$ cat src/shared/dbfc_regs.svh
// Purpose: Command codes, unlock addresses and timing counts for the flash host sequencer
// Assumes: Word-mode unlock addresses; byte mode uses the doubled addresses
// Notes:   Definitions only
`ifndef DBFC_REGS_SVH
`define DBFC_REGS_SVH

// ----------------------------------------------------------------
// Command data
// ----------------------------------------------------------------
`define DBFC_CMD_RESET     8'hf0
`define DBFC_CMD_UNLOCK1   8'haa
`define DBFC_CMD_UNLOCK2   8'h55
`define DBFC_CMD_IDENT     8'h90
`define DBFC_CMD_PROGRAM   8'ha0
`define DBFC_CMD_BYPASS    8'h20
`define DBFC_CMD_ERASE     8'h80
`define DBFC_CMD_CHIP      8'h10
`define DBFC_CMD_SECURE    8'h88
`define DBFC_CMD_EXIT2     8'h00

// ----------------------------------------------------------------
// Unlock addresses, word and byte mode
// ----------------------------------------------------------------
`define DBFC_ADDR_U1_W     12'h555
`define DBFC_ADDR_U2_W     12'h2aa
`define DBFC_ADDR_U1_B     12'haaa
`define DBFC_ADDR_U2_B     12'h555

// ----------------------------------------------------------------
// Identification read offsets
// ----------------------------------------------------------------
`define DBFC_ID_MAKER      8'h00
`define DBFC_ID_PART_W     8'h01
`define DBFC_ID_PART_B     8'h02
`define DBFC_ID_PROT_W     8'h02
`define DBFC_ID_PROT_B     8'h04
`define DBFC_PROT_SET      8'h01

// ----------------------------------------------------------------
// Bus timing, 20 MHz clock
// ----------------------------------------------------------------
`define DBFC_CLK_NS        50
`define DBFC_T_WE_NS       100
`define DBFC_T_HOLD_NS     50
`define DBFC_T_RD_NS       100
`define DBFC_T_WE_CYC      ((`DBFC_T_WE_NS + `DBFC_CLK_NS - 1) / `DBFC_CLK_NS)
`define DBFC_T_HOLD_CYC    ((`DBFC_T_HOLD_NS + `DBFC_CLK_NS - 1) / `DBFC_CLK_NS)
`define DBFC_T_RD_CYC      ((`DBFC_T_RD_NS + `DBFC_CLK_NS - 1) / `DBFC_CLK_NS)
// Edges a pin change needs to cross the two-flop synchroniser
`define DBFC_SYNC_CYC      2

`endif

$ cat src/shared/dbfc_pkg.sv
// Purpose: Types for the flash host sequencer
// Assumes: Used with dbfc_regs.svh
// Notes:   Nothing here is imported; use dbfc_pkg::name
package dbfc_pkg;

  // ----------------------------------------------------------------
  // Operations a user may order
  // ----------------------------------------------------------------
  typedef enum logic [3:0] {
    DBFC_OP_RESET,
    DBFC_OP_IDENT,
    DBFC_OP_SEC_ENTER,
    DBFC_OP_SEC_EXIT,
    DBFC_OP_PROGRAM,
    DBFC_OP_BYP_ENTER,
    DBFC_OP_BYP_PROGRAM,
    DBFC_OP_BYP_EXIT,
    DBFC_OP_CHIP_ERASE,
    DBFC_OP_READ
  } dbfc_op_t;

  // ----------------------------------------------------------------
  // One bus write cycle
  // ----------------------------------------------------------------
  typedef struct packed {
    logic [21:0] addr;
    logic [15:0] data;
  } dbfc_cycle_t;

  // ----------------------------------------------------------------
  // User request
  // ----------------------------------------------------------------
  typedef struct packed {
    dbfc_op_t    op;
    logic        bank;
    logic [21:0] addr;
    logic [15:0] data;
  } dbfc_req_t;

endpackage

$ cat src/hw/dbfc_host.sv
// Purpose: Host sequencer that drives a dual-bank NOR flash through its parallel pins
// Assumes: Flash pins are asynchronous; ready_busy_n is synchronised here
// Notes:   One request at a time, no queue
// Summary of operation
// RULE_01: Reset command is one write, any address.
// RULE_02: Reset mid erase setup; ignored once erasing.
// RULE_03: Reset mid program setup; ignored once programming.
// RULE_04: Identification mode left only by reset.
// RULE_05: After failure flag, reset returns read mode.
// RULE_06: Ident: two unlocks, then bank address 90h.
// RULE_07: No ident while other bank busy.
// RULE_08: Ident reads maker at 00, part 01/02.
// RULE_09: Protect read at sector offset 02/04.
// RULE_10: Ident reads repeat without re-entry.
// RULE_11: Secure region: three in, four out.
// RULE_12: No secure access during embedded ops.
// RULE_13: Program: two unlocks, A0h, address/data.
// RULE_14: Completion reported on ready_busy_n.
// RULE_15: Commands ignored while programming.
// RULE_16: Program only clears bits.
// RULE_17: Bypass entry 20h; bypass program two writes.
// RULE_18: Bypass accepts only program and exit.
// RULE_19: Bypass exit: bank 90h then 00h.
// RULE_20: High voltage on accel pin enters bypass.
// RULE_21: Chip erase is six writes.
// RULE_22: Commands ignored during chip erase.
// RULE_23: Address held across falling, data across rising.
// RULE_24: Flash reads array after power-up.
// RULE_25: Host never writes misordered cycles.
// RULE_26: Each bank keeps own sequence state.
// RULE_27: Unexpected write abandons unlock sequence.
`timescale 1ns/1ps
`include "dbfc_regs.svh"

module dbfc_host #(
  parameter int ADDR_W = 22,
  parameter int DATA_W = 16,
  parameter int BANK_MSB = 21
) (
  input  wire logic               mclk,
  input  wire logic               reset_n,
  input  wire logic               req_valid,
  output logic                    req_ready,
  input  wire dbfc_pkg::dbfc_req_t req,
  input  wire logic               byte_mode,
  input  wire logic               accel_req,
  output logic                    rd_valid,
  output logic [DATA_W-1:0]       rd_data,
  output logic                    busy,
  output logic                    bypass_active,
  output logic                    ident_active,
  output logic                    secure_active,
  output logic [ADDR_W-1:0]       flash_addr,
  output logic [DATA_W-1:0]       flash_dq_o,
  output logic                    flash_dq_oe,
  input  wire logic [DATA_W-1:0]  flash_dq_i,
  output logic                    flash_ce_n,
  output logic                    flash_we_n,
  output logic                    flash_oe_n,
  output logic                    flash_byte_n,
  output logic                    protect_accel_pin,
  input  wire logic               ready_busy_n
);

  // ----------------------------------------------------------------
  // Synchronisers
  // ----------------------------------------------------------------
  logic [1:0]        rb_sync_q;
  logic [DATA_W-1:0] dq_s1_q, dq_s2_q;

  always_ff @(posedge mclk or negedge reset_n) begin
    if (!reset_n) begin
      rb_sync_q <= 2'h3;
      dq_s1_q   <= '0;
      dq_s2_q   <= '0;
    end else begin
      rb_sync_q <= {rb_sync_q[0], ready_busy_n};
      dq_s1_q   <= flash_dq_i;
      dq_s2_q   <= dq_s1_q;
    end
  end

  wire logic flash_ready = rb_sync_q[1];

  // ----------------------------------------------------------------
  // Sequencer
  // ----------------------------------------------------------------
  typedef enum logic [2:0] {
    DBFC_ST_IDLE, DBFC_ST_SETUP, DBFC_ST_STROBE, DBFC_ST_HOLD,
    DBFC_ST_READ, DBFC_ST_WAIT
  } dbfc_state_t;

  dbfc_state_t              state_q, state_d;
  dbfc_pkg::dbfc_cycle_t    seq_q [6];
  dbfc_pkg::dbfc_cycle_t    seq_d [6];
  logic [2:0]               len_q, len_d, idx_q, idx_d;
  logic [2:0]               cnt_q, cnt_d;
  logic                     embed_q, embed_d;
  logic                     byp_q, byp_d, id_q, id_d, sec_q, sec_d;
  logic                     rdv_q, rdv_d;
  logic [DATA_W-1:0]        rdd_q, rdd_d;
  logic [ADDR_W-1:0]        ba;
  logic [ADDR_W-1:0]        u1, u2;

  always_comb begin
    ba = '0;
    ba[BANK_MSB] = req.bank;
    // Both unlock addresses carry the target bank; cycles built from req.addr use that address as given
    u1 = ba | (byte_mode ? ADDR_W'(`DBFC_ADDR_U1_B) : ADDR_W'(`DBFC_ADDR_U1_W)); // see RULE_26
    u2 = ba | (byte_mode ? ADDR_W'(`DBFC_ADDR_U2_B) : ADDR_W'(`DBFC_ADDR_U2_W));
  end

  assign req_ready = (state_q == DBFC_ST_IDLE); // see RULE_07

  function automatic dbfc_pkg::dbfc_cycle_t cyc(logic [ADDR_W-1:0] a, logic [7:0] d);
    cyc.addr = a;
    cyc.data = DATA_W'(d);
  endfunction

  always_comb begin
    state_d = state_q;
    seq_d   = seq_q;
    len_d   = len_q;
    idx_d   = idx_q;
    cnt_d   = cnt_q;
    embed_d = embed_q;
    byp_d   = byp_q | accel_req;                         // see RULE_20
    id_d    = id_q;
    sec_d   = sec_q;
    rdv_d   = 1'b0;
    rdd_d   = rdd_q;
    unique case (state_q)
      DBFC_ST_IDLE: begin
        if (req_valid) begin
          idx_d   = '0;
          embed_d = 1'b0;
          seq_d[0] = cyc(u1, `DBFC_CMD_UNLOCK1);         // see RULE_26
          seq_d[1] = cyc(u2, `DBFC_CMD_UNLOCK2);         // see RULE_25
          unique case (req.op)
            dbfc_pkg::DBFC_OP_RESET: begin
              seq_d[0] = cyc(req.addr, `DBFC_CMD_RESET); // see RULE_01
              len_d = 3'd1;
              id_d  = 1'b0;                              // see RULE_04
            end
            dbfc_pkg::DBFC_OP_IDENT: begin
              seq_d[2] = cyc(ba | u1, `DBFC_CMD_IDENT);  // see RULE_06
              len_d = 3'd3;
              id_d  = 1'b1;
            end
            dbfc_pkg::DBFC_OP_SEC_ENTER: begin
              seq_d[2] = cyc(u1, `DBFC_CMD_SECURE);      // see RULE_11
              len_d = 3'd3;
              sec_d = 1'b1;
            end
            dbfc_pkg::DBFC_OP_SEC_EXIT: begin
              seq_d[2] = cyc(u1, `DBFC_CMD_IDENT);
              seq_d[3] = cyc(req.addr, `DBFC_CMD_EXIT2);
              len_d = 3'd4;
              sec_d = 1'b0;
            end
            dbfc_pkg::DBFC_OP_PROGRAM: begin
              seq_d[2] = cyc(u1, `DBFC_CMD_PROGRAM);     // see RULE_13
              seq_d[3] = '{addr: req.addr, data: req.data};
              len_d = 3'd4;
              embed_d = 1'b1;
            end
            dbfc_pkg::DBFC_OP_BYP_ENTER: begin
              seq_d[2] = cyc(u1, `DBFC_CMD_BYPASS);      // see RULE_17
              len_d = 3'd3;
              byp_d = 1'b1;
            end
            dbfc_pkg::DBFC_OP_BYP_PROGRAM: begin
              seq_d[0] = cyc(req.addr, `DBFC_CMD_PROGRAM); // see RULE_18
              seq_d[1] = '{addr: req.addr, data: req.data};
              len_d = 3'd2;
              embed_d = 1'b1;
            end
            dbfc_pkg::DBFC_OP_BYP_EXIT: begin
              seq_d[0] = cyc(ba, `DBFC_CMD_IDENT);       // see RULE_19
              seq_d[1] = cyc(req.addr, `DBFC_CMD_EXIT2);
              len_d = 3'd2;
              byp_d = accel_req;
            end
            dbfc_pkg::DBFC_OP_CHIP_ERASE: begin
              seq_d[2] = cyc(u1, `DBFC_CMD_ERASE);       // see RULE_21
              seq_d[3] = cyc(u1, `DBFC_CMD_UNLOCK1);
              seq_d[4] = cyc(u2, `DBFC_CMD_UNLOCK2);
              seq_d[5] = cyc(u1, `DBFC_CMD_CHIP);
              len_d = 3'd6;
              embed_d = 1'b1;
            end
            dbfc_pkg::DBFC_OP_READ: begin
              seq_d[0] = '{addr: req.addr, data: '0};    // see RULE_10
              len_d = 3'd1;
            end
            default: len_d = 3'd1;
          endcase
          cnt_d   = 3'(`DBFC_T_HOLD_CYC);
          state_d = (req.op == dbfc_pkg::DBFC_OP_READ) ? DBFC_ST_READ : DBFC_ST_SETUP;
          // Read data must also cross the synchroniser before capture
          if (req.op == dbfc_pkg::DBFC_OP_READ) cnt_d = 3'(`DBFC_T_RD_CYC + `DBFC_SYNC_CYC);
        end
      end
      DBFC_ST_SETUP: begin                               // see RULE_23
        cnt_d   = 3'(`DBFC_T_WE_CYC);
        state_d = DBFC_ST_STROBE;
      end
      DBFC_ST_STROBE: begin
        cnt_d = cnt_q - 3'd1;
        if (cnt_q == 3'd1) begin
          cnt_d   = 3'(`DBFC_T_HOLD_CYC);
          state_d = DBFC_ST_HOLD;
        end
      end
      DBFC_ST_HOLD: begin
        cnt_d = cnt_q - 3'd1;
        if (cnt_q <= 3'd1) begin
          idx_d = idx_q + 3'd1;
          if (idx_q + 3'd1 == len_q) begin
            idx_d   = '0;
            // Busy reaches flash_ready only after the synchroniser
            cnt_d   = 3'(`DBFC_SYNC_CYC);
            state_d = embed_q ? DBFC_ST_WAIT : DBFC_ST_IDLE; // see RULE_15
          end else begin
            state_d = DBFC_ST_SETUP;
          end
        end
      end
      DBFC_ST_READ: begin                                // see RULE_08
        cnt_d = cnt_q - 3'd1;
        if (cnt_q <= 3'd1) begin
          rdv_d   = 1'b1;
          rdd_d   = dq_s2_q;
          state_d = DBFC_ST_IDLE;
        end
      end
      DBFC_ST_WAIT: begin                                // see RULE_14
        if (flash_ready && cnt_q == 3'd0) begin
          state_d = DBFC_ST_IDLE;
        end
        if (cnt_q != 3'd0) cnt_d = cnt_q - 3'd1;
      end
      default: state_d = DBFC_ST_IDLE;
    endcase
  end

  always_ff @(posedge mclk or negedge reset_n) begin
    if (!reset_n) begin
      state_q <= DBFC_ST_IDLE;
      for (int i = 0; i < 6; i++) seq_q[i] <= '0;
      len_q   <= '0;
      idx_q   <= '0;
      cnt_q   <= '0;
      embed_q <= 1'b0;
      byp_q   <= 1'b0;
      id_q    <= 1'b0;
      sec_q   <= 1'b0;
      rdv_q   <= 1'b0;
      rdd_q   <= '0;
    end else begin
      state_q <= state_d;
      seq_q   <= seq_d;
      len_q   <= len_d;
      idx_q   <= idx_d;
      cnt_q   <= cnt_d;
      embed_q <= embed_d;
      byp_q   <= byp_d;
      id_q    <= id_d;
      sec_q   <= sec_d;
      rdv_q   <= rdv_d;
      rdd_q   <= rdd_d;
    end
  end

  // ----------------------------------------------------------------
  // Pin drive
  // ----------------------------------------------------------------
  dbfc_pkg::dbfc_cycle_t cur;
  assign cur = seq_q[idx_q];

  assign flash_addr        = cur.addr;
  assign flash_dq_o        = cur.data;
  assign flash_dq_oe       = (state_q == DBFC_ST_SETUP) || (state_q == DBFC_ST_STROBE)
                             || (state_q == DBFC_ST_HOLD);
  assign flash_ce_n        = !(flash_dq_oe || state_q == DBFC_ST_READ);
  assign flash_we_n        = (state_q != DBFC_ST_STROBE);
  assign flash_oe_n        = (state_q != DBFC_ST_READ);
  assign flash_byte_n      = !byte_mode;
  assign protect_accel_pin = accel_req;
  assign rd_valid          = rdv_q;
  assign rd_data           = rdd_q;
  assign busy              = (state_q == DBFC_ST_WAIT);
  assign bypass_active     = byp_q;
  assign ident_active      = id_q;
  assign secure_active     = sec_q;

  // ----------------------------------------------------------------
  // Checks
  // ----------------------------------------------------------------
  a_we_data_held: assert property (@(posedge mclk) disable iff (!reset_n)
    $rose(flash_we_n) |-> flash_dq_oe && $stable(flash_dq_o)) // see RULE_23
    else $error("Data changed at write strobe rise");
  a_strobe_len: assert property (@(posedge mclk) disable iff (!reset_n)
    $fell(flash_we_n) |-> !flash_we_n [*2] ##1 flash_we_n) // see RULE_23
    else $error("Write strobe length wrong");
  a_no_cmd_busy: assert property (@(posedge mclk) disable iff (!reset_n)
    busy |-> flash_we_n) // see RULE_15
    else $error("Command written while busy");
  a_wait_ends: assert property (@(posedge mclk) disable iff (!reset_n)
    busy && flash_ready && cnt_q == 3'd0 |=> req_ready) // see RULE_14
    else $error("Wait not left on ready");
  a_busy_min: assert property (@(posedge mclk) disable iff (!reset_n)
    $rose(busy) |-> busy [*3]) // see RULE_14
    else $error("Wait left before busy could be seen");
  a_read_pulse: assert property (@(posedge mclk) disable iff (!reset_n)
    rd_valid |=> !rd_valid) // see RULE_10
    else $error("Read valid too long");
  a_read_no_we: assert property (@(posedge mclk) disable iff (!reset_n)
    !flash_oe_n |-> flash_we_n && !flash_dq_oe) // see RULE_08
    else $error("Read overlaps write");
  a_accel_bypass: assert property (@(posedge mclk) disable iff (!reset_n)
    accel_req |=> bypass_active) // see RULE_20
    else $error("Accel did not mark bypass");
  a_ident_reset: assert property (@(posedge mclk) disable iff (!reset_n)
    req_valid && req_ready && req.op == dbfc_pkg::DBFC_OP_RESET |=> !ident_active) // see RULE_04
    else $error("Ident not cleared by reset");

endmodule // dbfc_host

$ cat config.mk
export PLATFORM = sky130hd
export DESIGN_NAME = dbfc_host
export DESIGN_NICKNAME = d
export VERILOG_FILES = /design/src/shared/dbfc_pkg.sv /design/src/hw/dbfc_host.sv
export VERILOG_INCLUDE_DIRS = /design/src /design/src/shared
export SDC_FILE = /design/constraint.sdc
export NUM_CORES = 1
export LEC_CHECK = 0
export BUFFER_PORTS_ARGS = -buffer_cell sky130_fd_sc_hd__buf_2
export CORE_MARGIN = 2
export CORE_UTILIZATION = 57
export DETAILED_ROUTE_END_ITERATION = 7
export PLACE_DENSITY = 0.8
export SLEW_MARGIN = 20
export SYNTH_ARGS = -nofsm -noshare
export SYNTH_HDL_FRONTEND = slang
export SYNTH_SLANG_ARGS = --single-unit
$ cat constraint.sdc
create_clock -name mclk -period 2.3 [get_ports mclk]
set_input_delay 0.46 -clock mclk [delete_from_list [all_inputs] [get_ports mclk]]
set_output_delay 0.46 -clock mclk [all_outputs]
set_load 0.1 [all_outputs]
==> metrics.yaml <==
synth_common_cells: "dfrtp_1 (179), nand2_1 (133), nand3_1 (59)"
power_density_nw_per_um2: 1700
cp.arrival_ns: 1.97
fin_worst_skew_ns: 0.0110
firstDrtPassIters: 5
cp_common_cell: "buf_12"
final_core_util_pct: 78.2
hold_viol: 0
nets: 1035
die_height_um: 126
ios: 131
period_share_pct: 105
yosysTopAreaCellShare_pct: 52.9
n_antenna_cell: 0
path_clk_slew_ns: 0.07
dr.first_iter.drc_count: 629
fmax_ghz: 0.412
crit_type: "flip-flop to primary output"
crit_chain: "buf_12, buf_12, mux2_2, a22oi_2, nor2_4, buf_12"
setup_violations: 29
synth_xor_area_share_pct: 0.576
die-area_sq_um: 15900
avgSynthCellArea_sq_um: 10.4
netlist_area_sq_um: 8470
final_area_sq_um: 11400
grt_pass1_vias: 7235
synth_compound_area_share_pct: 13.1
layout.cells.non_filler: 1163
synth_most_common_cell: "dfrtp_1"
yosysSeqAreaShare_pct: 53.5
grt_use_met2_pct: 48.1
rsz0062_at_grt: "yes"
cp.required_ns: 1.84
end_kind: "primary output"
dp_hpwl_um: 14300
ys_dominant_reg_cell: "dfrtp_1"
vias_per_cell: 6.07
top_usage_layer: "met2"
cts.sinks: 181
via_count: 7058
worstSkewPairLatency_ns: 0.43
cap_violations: 0
grt_pass1_wl_um: 36700
yosys.area_share.simple_pct: 16.3
place_congestion: 0.858
cts_tree: "done"
slew_violations: 0
hold_path.class: "input pin to flip-flop"
initial_core_util_pct: 58.3
htree_num_levels: 4
synthAdderAreaFrac_pct: 0.591
synth_top_family_by_area: "simple AND/OR/NAND/NOR gates"
drive_gt1_share_pct: 37.7
synth-edff-count: 0
numPortBuffers: 130
synth_area_leaders: "dfrtp_1 (53%), nand2_1 (5.9%), mux4_2 (4.3%)"
synthCells: 813
p_leak_uw: 0.00531
drc: 0
violations: "setup timing"
worst_slack_ns: -0.126
synth_mux_area_share_pct: 10.9
grt_usage_pct: 29.1
slowest_stage: "dfrtp_4"
slowest_delay_ns: 0.52
grt_remaining_overflow: 0
ir_worst_vdd_v: 0.00129
use_met3_pct: 5.31
rows: 44
ys_ff_latch: 181
antenna_left: 0
worst_pin_slew_ns: 0.600
ff2ff_setup_slack_ns: 0.12
start_kind: "flip-flop"
timing.slew.headroom_pct: 59.5
cts_made_buffers: 17
syn-num-nets: 882
dp.cells: 1114
post_dp_cell_area_sq_um: 10400
grt_max_degree: 62
core_area_sq_um: 14500
cpLargestDelayFamily: "flip-flops"
yosysWarnings: 0
async_reset_ff_share_pct: 100
dieWidth_um: 126
yosysTopAreaCell: "dfrtp_1"
cts_buffer_depth: 2
detail_route.wl_per_cell_um: 19.6
cts_root_buffer: "clkbuf_16"
grt_use_met1_pct: 38.5
synthDistinctLibCells: 72
layout_min_cycle_time_ns: 2.43
crit_fanout: 6
antenna_found_initial: 0
holdWs_ns: 0.130
fillerInstances: 850
wirelength_um: 22700
syn_to_final_growth_pct: 34.2
critPathBufInv: 3
status: "finished with violations"
==> where the power goes <==
group	internal, uW	switching (uW)	total [uW]	leakage [uW]
registers	4170	720	4890	0.00230
clock network	1640	1310	2950	0.000291
logic	4160	7380	11500	0.00272
total	9970	9400	19400	0.00531
==> flip-flops by register name, summed over array words and instances (netlist names), 3 cells and up <==
signal   count
rd_data     16
dq_s2_q     16
cnt_q        3
dq_s1_q     16
state_q      3
seq_q      114
idx_q        3
len_q        3
==> layer usage <==
| metal | vias up | wire length (um) |
|---|---|---|
| met5 | - | 0 |
| met4 | 0 | 724 |
| met3 | 60 | 1410 |
| met2 | 312 | 11400 |
| met1 | 3543 | 9190 |
| li1 | 3143 | - |
==> logic make-up after synthesis <==
family	after synthesis
AOI/OAI and AO/OA	175
muxes	67
buffers and inverters	86
xor gates and xnor gates	4
and+or+nand+nor	296
adders and majority gates	4
DFF	181
==> cells in the final DEF (no fill, tap or decap), types with 3 or more instances in the layout <==
master,synthesis,layout
a21o_1,4,4
a21oi_1,41,38
a21oi_4,0,3
a22o_1,23,23
a22oi_2,0,9
a31oi_1,6,6
buf_12,1,48
buf_2,19,90
buf_4,5,44
buf_6,4,8
clkbuf_16,0,17
clkinv_2,1,3
dfrtp_1,179,176
ha_1,4,4
inv_1,26,13
inv_2,0,13
inv_6,0,7
mux2_2,30,30
mux2_4,3,3
mux2i_1,18,16
mux4_2,16,16
nand2_1,133,132
nand2_4,2,3
nand2b_1,10,9
nand3_1,59,59
nand3b_1,5,5
nor2_1,52,32
nor2_4,0,19
nor2b_1,7,3
nor2b_4,0,3
nor3_1,6,4
nor3_2,2,3
o21a_1,4,4
o21ai_0,57,42
o21ai_4,1,15
o22ai_1,5,5
o31ai_1,3,3
==> metrics by stage <==
stage	total power, uW	worst slack, ns	setup TNS, ns
2_1_floorplan	12400	-0.424	-0.540
3_3_place_gp	15300	0.109	0
3_5_place_dp	15500	0.0150	0
4_1_cts	19100	-0.129	-1.90
5_1_grt	20100	-0.178	-4.24
6_report	19400	-0.126	-2.22
==> worst register-to-register path: cells and delay by family, from the launching register on <==
| family | cells | cell delay, ns |
|---|---|---|
| and+or+nand+nor | 3 | 0.46 |
| xor gates and xnor gates | 1 | 0.17 |
| adders and majority gates | 1 | 0.36 |
| DFF | 1 | 0.48 |
| AOI/OAI and AO/OA | 1 | 0.19 |
| buffers and inverters | 3 | 0.45 |
==> area by class of cell <==
type                    instances  area, sq um  area share, %
inverters                      27          103          0.903
flip-flops and latches        181         4540           39.9
clock buffers                  18          429           3.78
multi-input cells             546         4030           35.4
well taps                     184          230           2.03
repair buffers                193         1880           16.5
clock inverters                14          161           1.42
==> final timing paths <==
| path | startpoint | endpoint | cells after the start |
|---|---|---|---|
| max reg2reg | idx_q[0] | cnt_q[0] | 9 |
| min reg2reg | dq_s1_q[0] | dq_s2_q[0] | 0 |
| max | idx_q[1] | flash_addr[15] | 6 |
| max in group asynchronous | reset_n | rd_data[14] | 3 |
| min in group asynchronous | reset_n | rd_data[2] | 2 |
| min | ready_busy_n | rb_sync_q[0] | 1 |
==> timing repair <==
action | 4_1_cts | 5_1_grt
gates resized for setup | 47 | 17
hold buffers | 1 | 0
endpoints found under the setup margin | 38 | 44
hold endpoints to repair | 29 | 0
setup buffers | 15 | 0
pin swaps | 2 | 4
cloned | 1 | 0
No activity file was read; power rests on OpenSTA's default activity.
